$ cat src/hw/ccp_cfg.svh
// Constants of the codec control-port slave: addresses, fields, resets.
// Assumes inclusion by the slave module only; holds definitions alone.
//
// Functional notes
// - SPI mode: all inputs, sampled on rising clock
// - SPI write opens with select low, address 0010000
// - No read-back and no data output in SPI
// - Then pointer byte, then data bytes to register
// - Increment flag: pointer holds or advances per byte
// - I2C: upper six 001000, LSB equals select pin
// - I2C direction bit: high reads, low writes
// - I2C write: first byte loads the pointer
// - I2C read drives selected register onto data
// - I2C auto-increment steps pointer per byte
// - I2C acknowledge after each byte, by receiver
// - Pointer: bit7 increment, 6-3 reserved, 2-0 select
// - Format pin high selects I2C, low SPI
// - Reset low clears all registers and port
`ifndef CCP_CFG_SVH
`define CCP_CFG_SVH

// ****************************************************************
// Addresses and pointer layout
// ****************************************************************
`define CCP_SPI_CHIP_ADDR   7'h10
`define CCP_I2C_ADDR_HIGH   6'h08
`define CCP_PTR_AUTO_INCREMENT_FLAG_BIT    7
`define CCP_PTR_SEL_MSB     2
`define CCP_PTR_RESET       8'h00
`define CCP_REG_RESET       8'h00
`define CCP_REG_COUNT       8
`define CCP_LAST_BIT        3'h7
`define CCP_SYNC_PINS       4

`endif

$ cat src/hw/ccp_pkg.sv
// Types shared by the codec control-port slave.
// Assumes nothing of its surroundings.
package ccp_pkg;

	// ****************************************************************
	// Transfer states, one-hot
	// ****************************************************************
	typedef enum logic [7:0]
	{
		ST_IDLE  = 8'h01, // Waiting for select or start
		ST_ADDR  = 8'h02, // Chip address and direction byte
		ST_PTR   = 8'h04, // Pointer byte
		ST_WDATA = 8'h08, // Data bytes to registers
		ST_DACK  = 8'h10, // Device drives acknowledge
		ST_RDATA = 8'h20, // Device shifts out a register
		ST_HACK  = 8'h40, // Host answers a read byte
		ST_SKIP  = 8'h80  // Not addressed, wait for end
	} ccp_state_type;

endpackage

$ cat src/hw/ccp_slave.sv
// Serial control-port slave: SPI-style write-only or I2C with read-back.
// Assumes the host clock and data arrive asynchronously on pins and that
// the open-drain data wire is resolved outside from the enable.
`timescale 1ns/1ps
`include "ccp_cfg.svh"

module ccp_slave
(
	// Clock and reset
	input  wire logic        REF_CLK_IN,
	input  wire logic        RESETN_IN,
	// Control pins
	input  wire logic        FORMAT_I2C_IN,
	input  wire logic        CTRL_SERIAL_CLOCK_IN,
	input  wire logic        CTRL_SERIAL_IN,
	input  wire logic        ADDR_SELECT_PIN_CS_N_IN,
	// Open-drain data drive
	output logic             CTRL_SERIAL_OUT,
	output logic             CTRL_SERIAL_OE_OUT,
	// Loaded settings
	output logic [63:0]      SETTINGS_OUT,
	output logic [7:0]       REG_POINTER_OUT
);

	// ****************************************************************
	// Pin synchronisers
	// ****************************************************************
	logic [`CCP_SYNC_PINS-1:0] pin_raw;   // Raw pin levels
	logic [`CCP_SYNC_PINS-1:0] sync1;     // First stage, read by sync2 only
	logic [`CCP_SYNC_PINS-1:0] sync2;     // Second stage
	logic [`CCP_SYNC_PINS-1:0] sync3;     // Third stage
	logic [`CCP_SYNC_PINS-1:0] filt;      // Accepted level
	logic [`CCP_SYNC_PINS-1:0] filt_q;    // Level one cycle earlier
	logic [`CCP_SYNC_PINS-1:0] next_filt; // Next accepted level

	assign pin_raw = {FORMAT_I2C_IN, ADDR_SELECT_PIN_CS_N_IN,
		CTRL_SERIAL_IN, CTRL_SERIAL_CLOCK_IN};

	genvar gi;
	generate
		for (gi = 0; gi < `CCP_SYNC_PINS; gi++)
		begin : g_sync
			// A change counts only once stages two and three agree
			always_comb
			begin
				next_filt[gi] = (sync2[gi] == sync3[gi]) ? sync3[gi] : filt[gi];
			end

			// Three-stage chain plus accepted level
			always_ff @(posedge REF_CLK_IN)
			begin
				if (!RESETN_IN)
				begin
					sync1[gi]  <= 1'b0;
					sync2[gi]  <= 1'b0;
					sync3[gi]  <= 1'b0;
					filt[gi]   <= 1'b0;
					filt_q[gi] <= 1'b0;
				end
				else
				begin
					sync1[gi]  <= pin_raw[gi];
					sync2[gi]  <= sync1[gi];
					sync3[gi]  <= sync2[gi];
					filt[gi]   <= next_filt[gi];
					filt_q[gi] <= filt[gi];
				end
			end
		end
	endgenerate

	// Named views of the accepted levels
	logic is_i2c;   // Format select
	logic sel_pin;  // Address bit or chip select
	logic din;      // Serial data in
	logic clk_rise; // Host clock rising
	logic clk_fall; // Host clock falling
	logic i2c_start;
	logic i2c_stop;
	logic cs_fall;

	assign is_i2c    = filt[3];
	assign sel_pin   = filt[2];
	assign din       = filt[1];
	assign clk_rise  = filt[0] & ~filt_q[0];
	assign clk_fall  = ~filt[0] & filt_q[0];
	// Data moving while the clock stays high marks start or stop
	assign i2c_start = is_i2c & filt[0] & filt_q[0] & ~din & filt_q[1];
	assign i2c_stop  = is_i2c & filt[0] & filt_q[0] & din & ~filt_q[1];
	assign cs_fall   = ~is_i2c & ~sel_pin & filt_q[2];

	// ****************************************************************
	// Transfer engine and register file
	// ****************************************************************
	ccp_pkg::ccp_state_type state;      // Transfer state
	ccp_pkg::ccp_state_type next_state;
	ccp_pkg::ccp_state_type ack_next;   // State after an acknowledge
	ccp_pkg::ccp_state_type next_ack_next;
	logic [2:0] bit_cnt;                // Bits of the current byte
	logic [2:0] next_bit_cnt;
	logic [7:0] shreg;                  // Shift or read byte
	logic [7:0] next_shreg;
	logic       ack_on;                 // Acknowledge being driven
	logic       next_ack_on;
	logic       oe;                     // Pulls the data wire low
	logic       next_oe;
	logic [7:0] pointer;                // Register pointer
	logic [7:0] next_pointer;
	logic [7:0] regs [`CCP_REG_COUNT];  // Setting registers
	logic [7:0] next_regs [`CCP_REG_COUNT];
	logic [7:0] byte_in;                // Byte completed this edge
	logic [2:0] sel;                    // Register selected
	logic       auto_increment_flag;                   // Auto-increment flag
	logic       byte_done;              // Last bit of a byte sampled

	assign byte_in   = {shreg[6:0], din};
	assign sel       = pointer[`CCP_PTR_SEL_MSB:0];
	assign auto_increment_flag      = pointer[`CCP_PTR_AUTO_INCREMENT_FLAG_BIT];
	assign byte_done = clk_rise && (bit_cnt == `CCP_LAST_BIT);

	// Next values of the whole transfer engine
	always_comb
	begin
		logic load;
		load          = 1'b0;
		next_state    = state;
		next_ack_next = ack_next;
		next_bit_cnt  = bit_cnt;
		next_shreg    = shreg;
		next_ack_on   = ack_on;
		next_oe       = oe;
		next_pointer  = pointer;
		for (int i = 0; i < `CCP_REG_COUNT; i++)
		begin
			next_regs[i] = regs[i];
		end

		// Receiving states shift on every sampling edge
		if (clk_rise && (state == ccp_pkg::ST_ADDR
			|| state == ccp_pkg::ST_PTR || state == ccp_pkg::ST_WDATA))
		begin
			next_shreg   = byte_in;
			next_bit_cnt = bit_cnt + 3'h1;
		end

		case (state)
			ccp_pkg::ST_ADDR:
			begin
				// Chip address and direction decode
				if (byte_done)
				begin
					if (!is_i2c)
					begin
						// SPI accepts only a write to its address
						if (byte_in == {`CCP_SPI_CHIP_ADDR, 1'b0})
							next_state = ccp_pkg::ST_PTR;
						else
							next_state = ccp_pkg::ST_SKIP;
					end
					else if (byte_in[7:2] == `CCP_I2C_ADDR_HIGH
						&& byte_in[1] == sel_pin)
					begin
						next_state    = ccp_pkg::ST_DACK;
						next_ack_next = byte_in[0] ? ccp_pkg::ST_HACK
							: ccp_pkg::ST_PTR;
					end
					else
						next_state = ccp_pkg::ST_SKIP;
				end
			end
			ccp_pkg::ST_PTR:
			begin
				// Pointer byte, reserved bits kept at zero
				if (byte_done)
				begin
					next_pointer = byte_in & 8'h87;
					next_state    = is_i2c ? ccp_pkg::ST_DACK
						: ccp_pkg::ST_WDATA;
					next_ack_next = ccp_pkg::ST_WDATA;
				end
			end
			ccp_pkg::ST_WDATA:
			begin
				// Data byte lands in the selected register
				if (byte_done)
				begin
					next_regs[sel] = byte_in;
					if (auto_increment_flag)
						next_pointer[2:0] = sel + 3'h1;
					next_state    = is_i2c ? ccp_pkg::ST_DACK
						: ccp_pkg::ST_WDATA;
					next_ack_next = ccp_pkg::ST_WDATA;
				end
			end
			ccp_pkg::ST_DACK:
			begin
				// Pull low for the ninth clock, release after it
				if (clk_fall)
				begin
					if (!ack_on)
					begin
						next_ack_on = 1'b1;
						next_oe     = 1'b1;
					end
					else
					begin
						next_ack_on = 1'b0;
						next_oe     = 1'b0;
						next_state  = ack_next;
						// Read direction: first data bit follows at once
						load = (ack_next == ccp_pkg::ST_HACK);
					end
				end
			end
			ccp_pkg::ST_RDATA:
			begin
				// Bits change on falling edges, host samples on rising
				if (clk_rise)
					next_bit_cnt = bit_cnt + 3'h1;
				if (clk_fall)
				begin
					if (bit_cnt == 3'h0)
					begin
						next_oe    = 1'b0; // Host drives acknowledge
						next_state = ccp_pkg::ST_HACK;
						if (auto_increment_flag)
							next_pointer[2:0] = sel + 3'h1;
					end
					else
						next_oe = ~shreg[3'h7 - bit_cnt];
				end
			end
			ccp_pkg::ST_HACK:
			begin
				// Host acknowledge continues the read, else give up
				if (clk_rise)
					next_state = din ? ccp_pkg::ST_SKIP : ccp_pkg::ST_RDATA;
				if (clk_rise && !din)
					next_bit_cnt = 3'h7; // Marks a pending load
				if (clk_fall && bit_cnt == 3'h7)
					load = 1'b1;
			end
			ccp_pkg::ST_IDLE,
			ccp_pkg::ST_SKIP:
			begin
				next_oe = 1'b0;
			end
			default:
			begin
				next_state = ccp_pkg::ST_IDLE;
			end
		endcase

		// Read load: state returns to sending at bit 7
		if (load)
		begin
			next_shreg   = regs[sel];
			next_oe      = ~regs[sel][7];
			next_bit_cnt = 3'h0;
			next_state   = ccp_pkg::ST_RDATA;
		end
		// Host acknowledge turns back into sending only via load
		if (state == ccp_pkg::ST_HACK && next_state == ccp_pkg::ST_RDATA
			&& !load)
			next_state = ccp_pkg::ST_HACK;

		// Framing events win over everything inside a byte
		if (!is_i2c)
		begin
			next_oe = 1'b0;
			if (sel_pin)
			begin
				next_state   = ccp_pkg::ST_IDLE;
				next_bit_cnt = 3'h0;
			end
			else if (cs_fall)
			begin
				next_state   = ccp_pkg::ST_ADDR;
				next_bit_cnt = 3'h0;
			end
		end
		else if (i2c_start)
		begin
			next_state   = ccp_pkg::ST_ADDR;
			next_bit_cnt = 3'h0;
			next_ack_on  = 1'b0;
			next_oe      = 1'b0;
		end
		else if (i2c_stop)
		begin
			next_state   = ccp_pkg::ST_IDLE;
			next_bit_cnt = 3'h0;
			next_ack_on  = 1'b0;
			next_oe      = 1'b0;
		end
	end

	// Registers of the transfer engine
	always_ff @(posedge REF_CLK_IN)
	begin
		if (!RESETN_IN)
		begin
			state    <= ccp_pkg::ST_IDLE;
			ack_next <= ccp_pkg::ST_IDLE;
			bit_cnt  <= 3'h0;
			shreg    <= 8'h00;
			ack_on   <= 1'b0;
			oe       <= 1'b0;
			pointer  <= `CCP_PTR_RESET;
			for (int i = 0; i < `CCP_REG_COUNT; i++)
				regs[i] <= `CCP_REG_RESET;
		end
		else
		begin
			state    <= next_state;
			ack_next <= next_ack_next;
			bit_cnt  <= next_bit_cnt;
			shreg    <= next_shreg;
			ack_on   <= next_ack_on;
			oe       <= next_oe;
			pointer  <= next_pointer;
			for (int i = 0; i < `CCP_REG_COUNT; i++)
				regs[i] <= next_regs[i];
		end
	end

	// ****************************************************************
	// Outputs, straight from flip-flops except the constant data level
	// ****************************************************************
	assign CTRL_SERIAL_OUT    = 1'b0; // Open drain only ever pulls low
	assign CTRL_SERIAL_OE_OUT = oe;
	assign REG_POINTER_OUT    = pointer;
	generate
		for (gi = 0; gi < `CCP_REG_COUNT; gi++)
		begin : g_out
			assign SETTINGS_OUT[gi*8 +: 8] = regs[gi];
		end
	endgenerate
endmodule // ccp_slave

$ cat config.mk
export PLATFORM = sky130hd
export DESIGN_NAME = ccp_slave
export DESIGN_NICKNAME = d
export VERILOG_FILES = /design/src/hw/ccp_pkg.sv /design/src/hw/ccp_slave.sv
export VERILOG_INCLUDE_DIRS = /design/src /design/src/hw
export SDC_FILE = /design/constraint.sdc
export NUM_CORES = 1
export LEC_CHECK = 0
export BUFFER_PORTS_ARGS = -buffer_cell sky130_fd_sc_hd__buf_2
export CAP_MARGIN = 20
export CORE_ASPECT_RATIO = 0.6
export CORE_UTILIZATION = 50
export CTS_CLUSTER_SIZE = 28
export DETAILED_ROUTE_END_ITERATION = 8
export GPL_TIMING_DRIVEN = 0
export PLACE_DENSITY = 0.74
export SLEW_MARGIN = 10
export SYNTH_ARGS = -nofsm -noshare
export SYNTH_HDL_FRONTEND = slang
export SYNTH_SLANG_ARGS = --single-unit
$ cat constraint.sdc
create_clock -name REF_CLK_IN -period 6.9 [get_ports REF_CLK_IN]
set_input_delay 1.38 -clock REF_CLK_IN [delete_from_list [all_inputs] [get_ports REF_CLK_IN]]
set_output_delay 1.38 -clock REF_CLK_IN [all_outputs]
set_load 0.01 [all_outputs]
* Word level (Yosys, flattened, before mapping)
Memory sizes are Yosys's and may differ from the RTL's. A register that Yosys moved wholly into a read port is not among the register bits.
Index checks and enable logic that the tools add are counted.
** Storage, ports and cells
- Bits in registers :: 52
- Latch bits :: 0
- RAM bits :: 64
- Bits in read-only memories :: 0
- Input port bits :: 6
- Output and inout port bits :: 74
- Logic and storage cells :: 192
- Memories :: 1
** Operators by class
- Add/sub/neg operators :: 3
- Multiply operators :: 0
- Divide/modulo/power cells :: 0
- Magnitude comparators :: 3
- Equality and inequality tests :: 28
- Shifts and indexed selects :: 0
- Mux-type cells :: 78
- Bitwise logic cells :: 28
- Reduce and logical (&&, ||, !) cells :: 24
** Memories
- regs :: words 8, bits a word 8, read ports 9, clocked after memory_dff 1, write ports 8, line ccp_slave.sv:109 : logic [7:0] regs [`CCP_REG_COUNT];
** Operator list (count)
- 8-bit 2-to-1 mux :: 33
- 64-bit 2-to-1 mux :: 2
- 64-bit bitwise mux :: 1
- 3-bit 2-to-1 mux :: 16
- 8-bit case mux with 6 select lines :: 1
- 8-bit demux with 3-bit select :: 1
- 8-bit by 6-bit == test with 1-bit output, second input constant :: 3
- 8-bit by 7-bit == test with 1-bit output, second input constant :: 2
- 1-bit 2-to-1 mux :: 16
- 8-bit case mux with 2 select lines :: 1
- 2-bit inequality test, second input constant :: 6
- 1-bit bitwise AND :: 10
- 5-bit AND reduction :: 2
- 1-bit NOT :: 9
- 3-bit case mux with 3 select lines :: 1
- 8-bit by 1-bit == test with 1-bit output, second input constant :: 1
- 8-bit by 2-bit == test with 1-bit output, second input constant :: 1
- 8-bit by 3-bit == test with 1-bit output, second input constant :: 1
- 8-bit by 4-bit == test with 1-bit output, second input constant :: 1
- 8-bit by 5-bit == test with 1-bit output, second input constant :: 1
- 8-bit == test, second input constant :: 1
- 1-bit logical AND :: 8
- 1-bit bitwise OR :: 8
- 7-bit 2-to-1 mux :: 1
- 26 further kinds :: 37

* Longest topological paths before layout
- Depth after elaboration :: 14
- Gate-level depth with buffers :: 9
- Depth with buffers taken out :: 7

* Worst setup path before layout
OpenSTA, ideal clock, no wires.
- Kind :: input port to flip-flop
- Start point :: in RESETN_IN
- End point :: reg state[0]
- Library setup time :: 0.141 ns
- Arrival :: 2.242 ns
- Data required time :: 6.759 ns
- Slack :: 4.517 ns
- Stages :: 5
- Path buffers :: 2
- Path through :: clkbuf_1 clkbuf_1 o21ai_0 a31oi_1 a32oi_1
** RTL lines
- start, declared :: line ccp_slave.sv:11 : input wire logic RESETN_IN,
- end signal, assigned :: line ccp_slave.sv:303 : state <= ccp_pkg::ST_IDLE;
- end signal, assigned :: line ccp_slave.sv:315 : state <= next_state;
- end, declared :: line ccp_slave.sv:95 : ccp_pkg::ccp_state_type state;

==> results by group <==
Floorplanning
  – Cell row count: 29
  – Die Width: 138.5 um
  – DIE HEIGHT: about 84 um
  – Starting Density: between 50% and 60%
  – IO Count: 80
  – Die area: 11630 um2
  – Core area: approximately 11000 um2

Place
  – DP HPWL: approximately 12000 um
  – I/O Buffers: 73
  – Placed inst area: just over 6000 um2
  – Dpl ws: roughly 3.9 ns
  – Dpl cells: between 800 and 900
  – RePlAce Congestion: about 0.93

Clock tree
  – Post-CTS Hold Fix Bufs: 0
  – CTS clk-pin slew, worst paths: approximately 0.060 ns
  – Cts bufs inserted: 17
  – Clock Sinks: roughly 120
  – Clk buf depth: 2
  – CTS H-tree lvls: 4
  – Post-CTS Setup Bufs: 0
  – Post-CTS sizing: 0
  – CTS root buf: clkbuf_16
  – Worst-skew pair later-pin latency: about 0.42 ns
  – TritonCTS clock tree: built

Power
  – Static Leak: ~2.6 nW
  – Peak VDD IR: 0.1781 mV
  – Power Density: approximately 230 nW/um2
  – Total power: roughly 0.0015 W

Run status
  – Status: finished, violations left
  – Violated checks: DRC

Critical path
  – Buffers & Inverters on Critical Path: 1
  – Highest-delay cell along the critical path: nor4_1
  – Crit path cell chain: ha_1, ha_1, nand3b_1, nor4_1, nand3b_1, clkbuf_1, mux2i_1, nor2b_1
  – Crit path required time: approximately 7.2 ns
  – CP Max Fanout: 8
  – Crit path DAT: roughly 3.2 ns
  – Crit. path cell count: 8
  – CP Class: flip-flop to flip-flop
  – CP Launch Type: flip-flop
  – Reg2Reg Depth: 8
  – Critical path's top delay family: simple AND/OR/NAND/NOR gates
  – Crit. End Element: flip-flop
  – Crit-path max cell delay: between 0.8 and 0.9 ns

Yosys
  – Post-synthesis sequential area ratio: between 40 and 50%
  – FFs w/ async S/R, synth: 0%
  – Syn Inst Count: roughly 630
  – Synth top area share: between 40% and 50%
  – Number of synthesized flops with an enable pin: 0
  – Largest area contributor in the netlist: dfxtp_1
  – Post-synthesis cell type count: 64
  – Predominant post-synthesis flop cell: dfxtp_1
  – Mapped Avg Cell Area: between 8 and 9 um2
  – Top cells by area, synth: dfxtp_1 41%, nand2_1 8.3%, mux2i_1 6.4%
  – Synth warn: 0
  – Mapped Area: ~5600 um2
  – Flops & latches, synth: approximately 120

Job
  – Max-Cap Viols: 0

Final layout
  – ANT cells: 0
  – Design Area, Final: between 6000 and 7000 um2
  – Layout area overhead: 20.09%
  – Final nets: between 700 and 800
  – Cell Count, Final, Fillers Out: 881
  – Share of cells above drive strength 1: 19.41%
  – Fill cells: about 900

GRT
  – Vias in the first global route: 4826
  – Gr ovfl total: 0
  – Largest net degree at the start of global routing: 17
  – Total global-route track usage: between 20 and 30%
  – Wire length of the first global-routing pass: ~26000 um
  – Initial antenna violation count: 0

Detailed routing
  – Post-Route WL: around 17000 um
  – Via density: about 6
  – DRC errors left: 14
  – DR WL met2: ~6700 um
  – Vias: 5272
  – Met1 WL: slightly above 8000 um
  – 1st-iter DRT viols: ~640
  – DR top layer: met4
  – Detail Route Antenna Nets: 0
  – WL/cell: between 15 and 20 um
  – DRT Pass-1 Iters: 7
  – DR WL met3: about 1800 um

STA
  – Max-slew violations: 0
  – Final Hold Fails: 0
  – Relative slew slack: between 30% and 40%
  – Clk_skew: ~0.010 ns
  – Setup Viol. Count Final: 0
  – Slew @ Worst Pin: ~0.97 ns
  – Fin crit share: approximately 42%
  – Minimum clock period after layout: 2.932 ns
  – RSZ-0062 raised after global routing: false
  – Fmax: roughly 0.34 GHz
  – Setup ws final: between 3 and 4 ns
  – Total Neg Setup Slack: 0 ns

Min path
  – Hold Path Depth: 1
  – HP Class: flip-flop to flip-flop
registers in the layout (all words and copies together), names as in the netlist, named ones only:
signal,flops
CTRL_SERIAL_OE_OUT,1
REG_POINTER_OUT,4
ack_next,4
ack_on,1
bit_cnt,3
din,1
filt,1
filt_q,3
is_i2c,1
regs,64
sel_pin,1
shreg,8
state,8
sync1,4
sync2,4
sync3,4
logic make-up after synthesis:
kind of cell,synth area share (%)
simple gates,23.60
other cells,0.06705
flops,41.16
fa+ha+maj,0.8949
xor+xnor,1.096
buf+inv,5.145
compound gates,17.16
mux,10.87
Yosys cell counts (all sizes together), types with 11 or more instances:
master  count
inv        11
mux4       11
clkbuf     38
and2       20
a21oi      13
nand3      16
o21ai      18
buf        16
a21boi     60
mux2i      36
nand2     123
nor2b      25
dfxtp     115
nor2       25
power breakdown:
group           total, W  switching [W]  leakage, nW  internal (W)
Combinational  0.0000290      0.0000169         1.40     0.0000121
Clock           0.000851       0.000349        0.268      0.000503
Sequential      0.000668     0.00000117        0.928      0.000667
area by class of cell:
| type | instances | area, um2 | share of cell area, % |
|---|---|---|---|
| inverters | 11 | 41.29 | 0.6148 |
| well taps | 139 | 173.9 | 2.589 |
| plain buffers | 54 | 246.5 | 3.670 |
| clock buffers | 17 | 425.4 | 6.334 |
| clock inverters | 15 | 143.9 | 2.142 |
| flip-flops and latches | 115 | 2302 | 34.28 |
| multi-input cells | 457 | 3018 | 44.93 |
| repair buffers | 73 | 365.4 | 5.440 |
metrics by stage:
step,utilization [%],hold WS [ns]
floorplan,-,0.4119
global placement,57.23,0.4168
detailed placement,57.23,0.4216
CTS,62.53,0.4362
global route,62.53,0.4425
finish,62.53,0.4326
layer usage:
metal,global-route usage [%],vias up
met1,45.36,2542
li1,-,2389
met4,8.376,0
met5,0,-
met3,6.999,18
met2,40.70,323
worst register-to-register path: cells and delay by family (launching register included):
| family | cells | cell delay, ns |
|---|---|---|
| buf+inv | 1 | 0.38 |
| mux | 1 | 0.30 |
| simple gates | 4 | 1.26 |
| flops | 1 | 0.45 |
| fa+ha+maj | 2 | 0.42 |
cell usage in the layout (no fill, tap or decap), types with 4 or more instances in the layout:
cell type	Yosys	routed
a21boi_0	37	37
a21boi_1	23	23
a21oi_1	12	12
a22oi_1	7	7
a2bb2oi_1	7	7
a31oi_1	6	6
and2_1	19	19
buf_2	8	81
buf_4	5	5
clkbuf_1	38	38
clkbuf_16	0	17
clkinvlp_4	0	4
conb_1	1	5
dfxtp_1	115	115
ha_1	4	4
inv_1	11	11
inv_6	0	7
mux2i_1	36	36
mux4_2	11	11
nand2_1	123	123
nand2b_1	6	6
nand3_1	16	16
nand4_1	5	5
nor2_1	24	24
nor2b_1	25	25
nor4_1	5	5
o21ai_0	18	18
or2_2	4	4
or4_1	4	4
xnor2_1	4	4
worst paths after layout:
kind / startpoint / endpoint / slack (ns)
max: bit_cnt[0]$_SDFF_PN0_ / regs[2][5]$_SDFFE_PN0P_ / 3.97
min: sync1[2]$_SDFF_PN0_ / sync2[2]$_SDFF_PN0_ / 0.43
max reg2reg: bit_cnt[0]$_SDFF_PN0_ / regs[2][5]$_SDFFE_PN0P_ / 3.97
min reg2reg: sync1[2]$_SDFF_PN0_ / sync2[2]$_SDFF_PN0_ / 0.43
No activity file was read; power rests on OpenSTA's default activity.
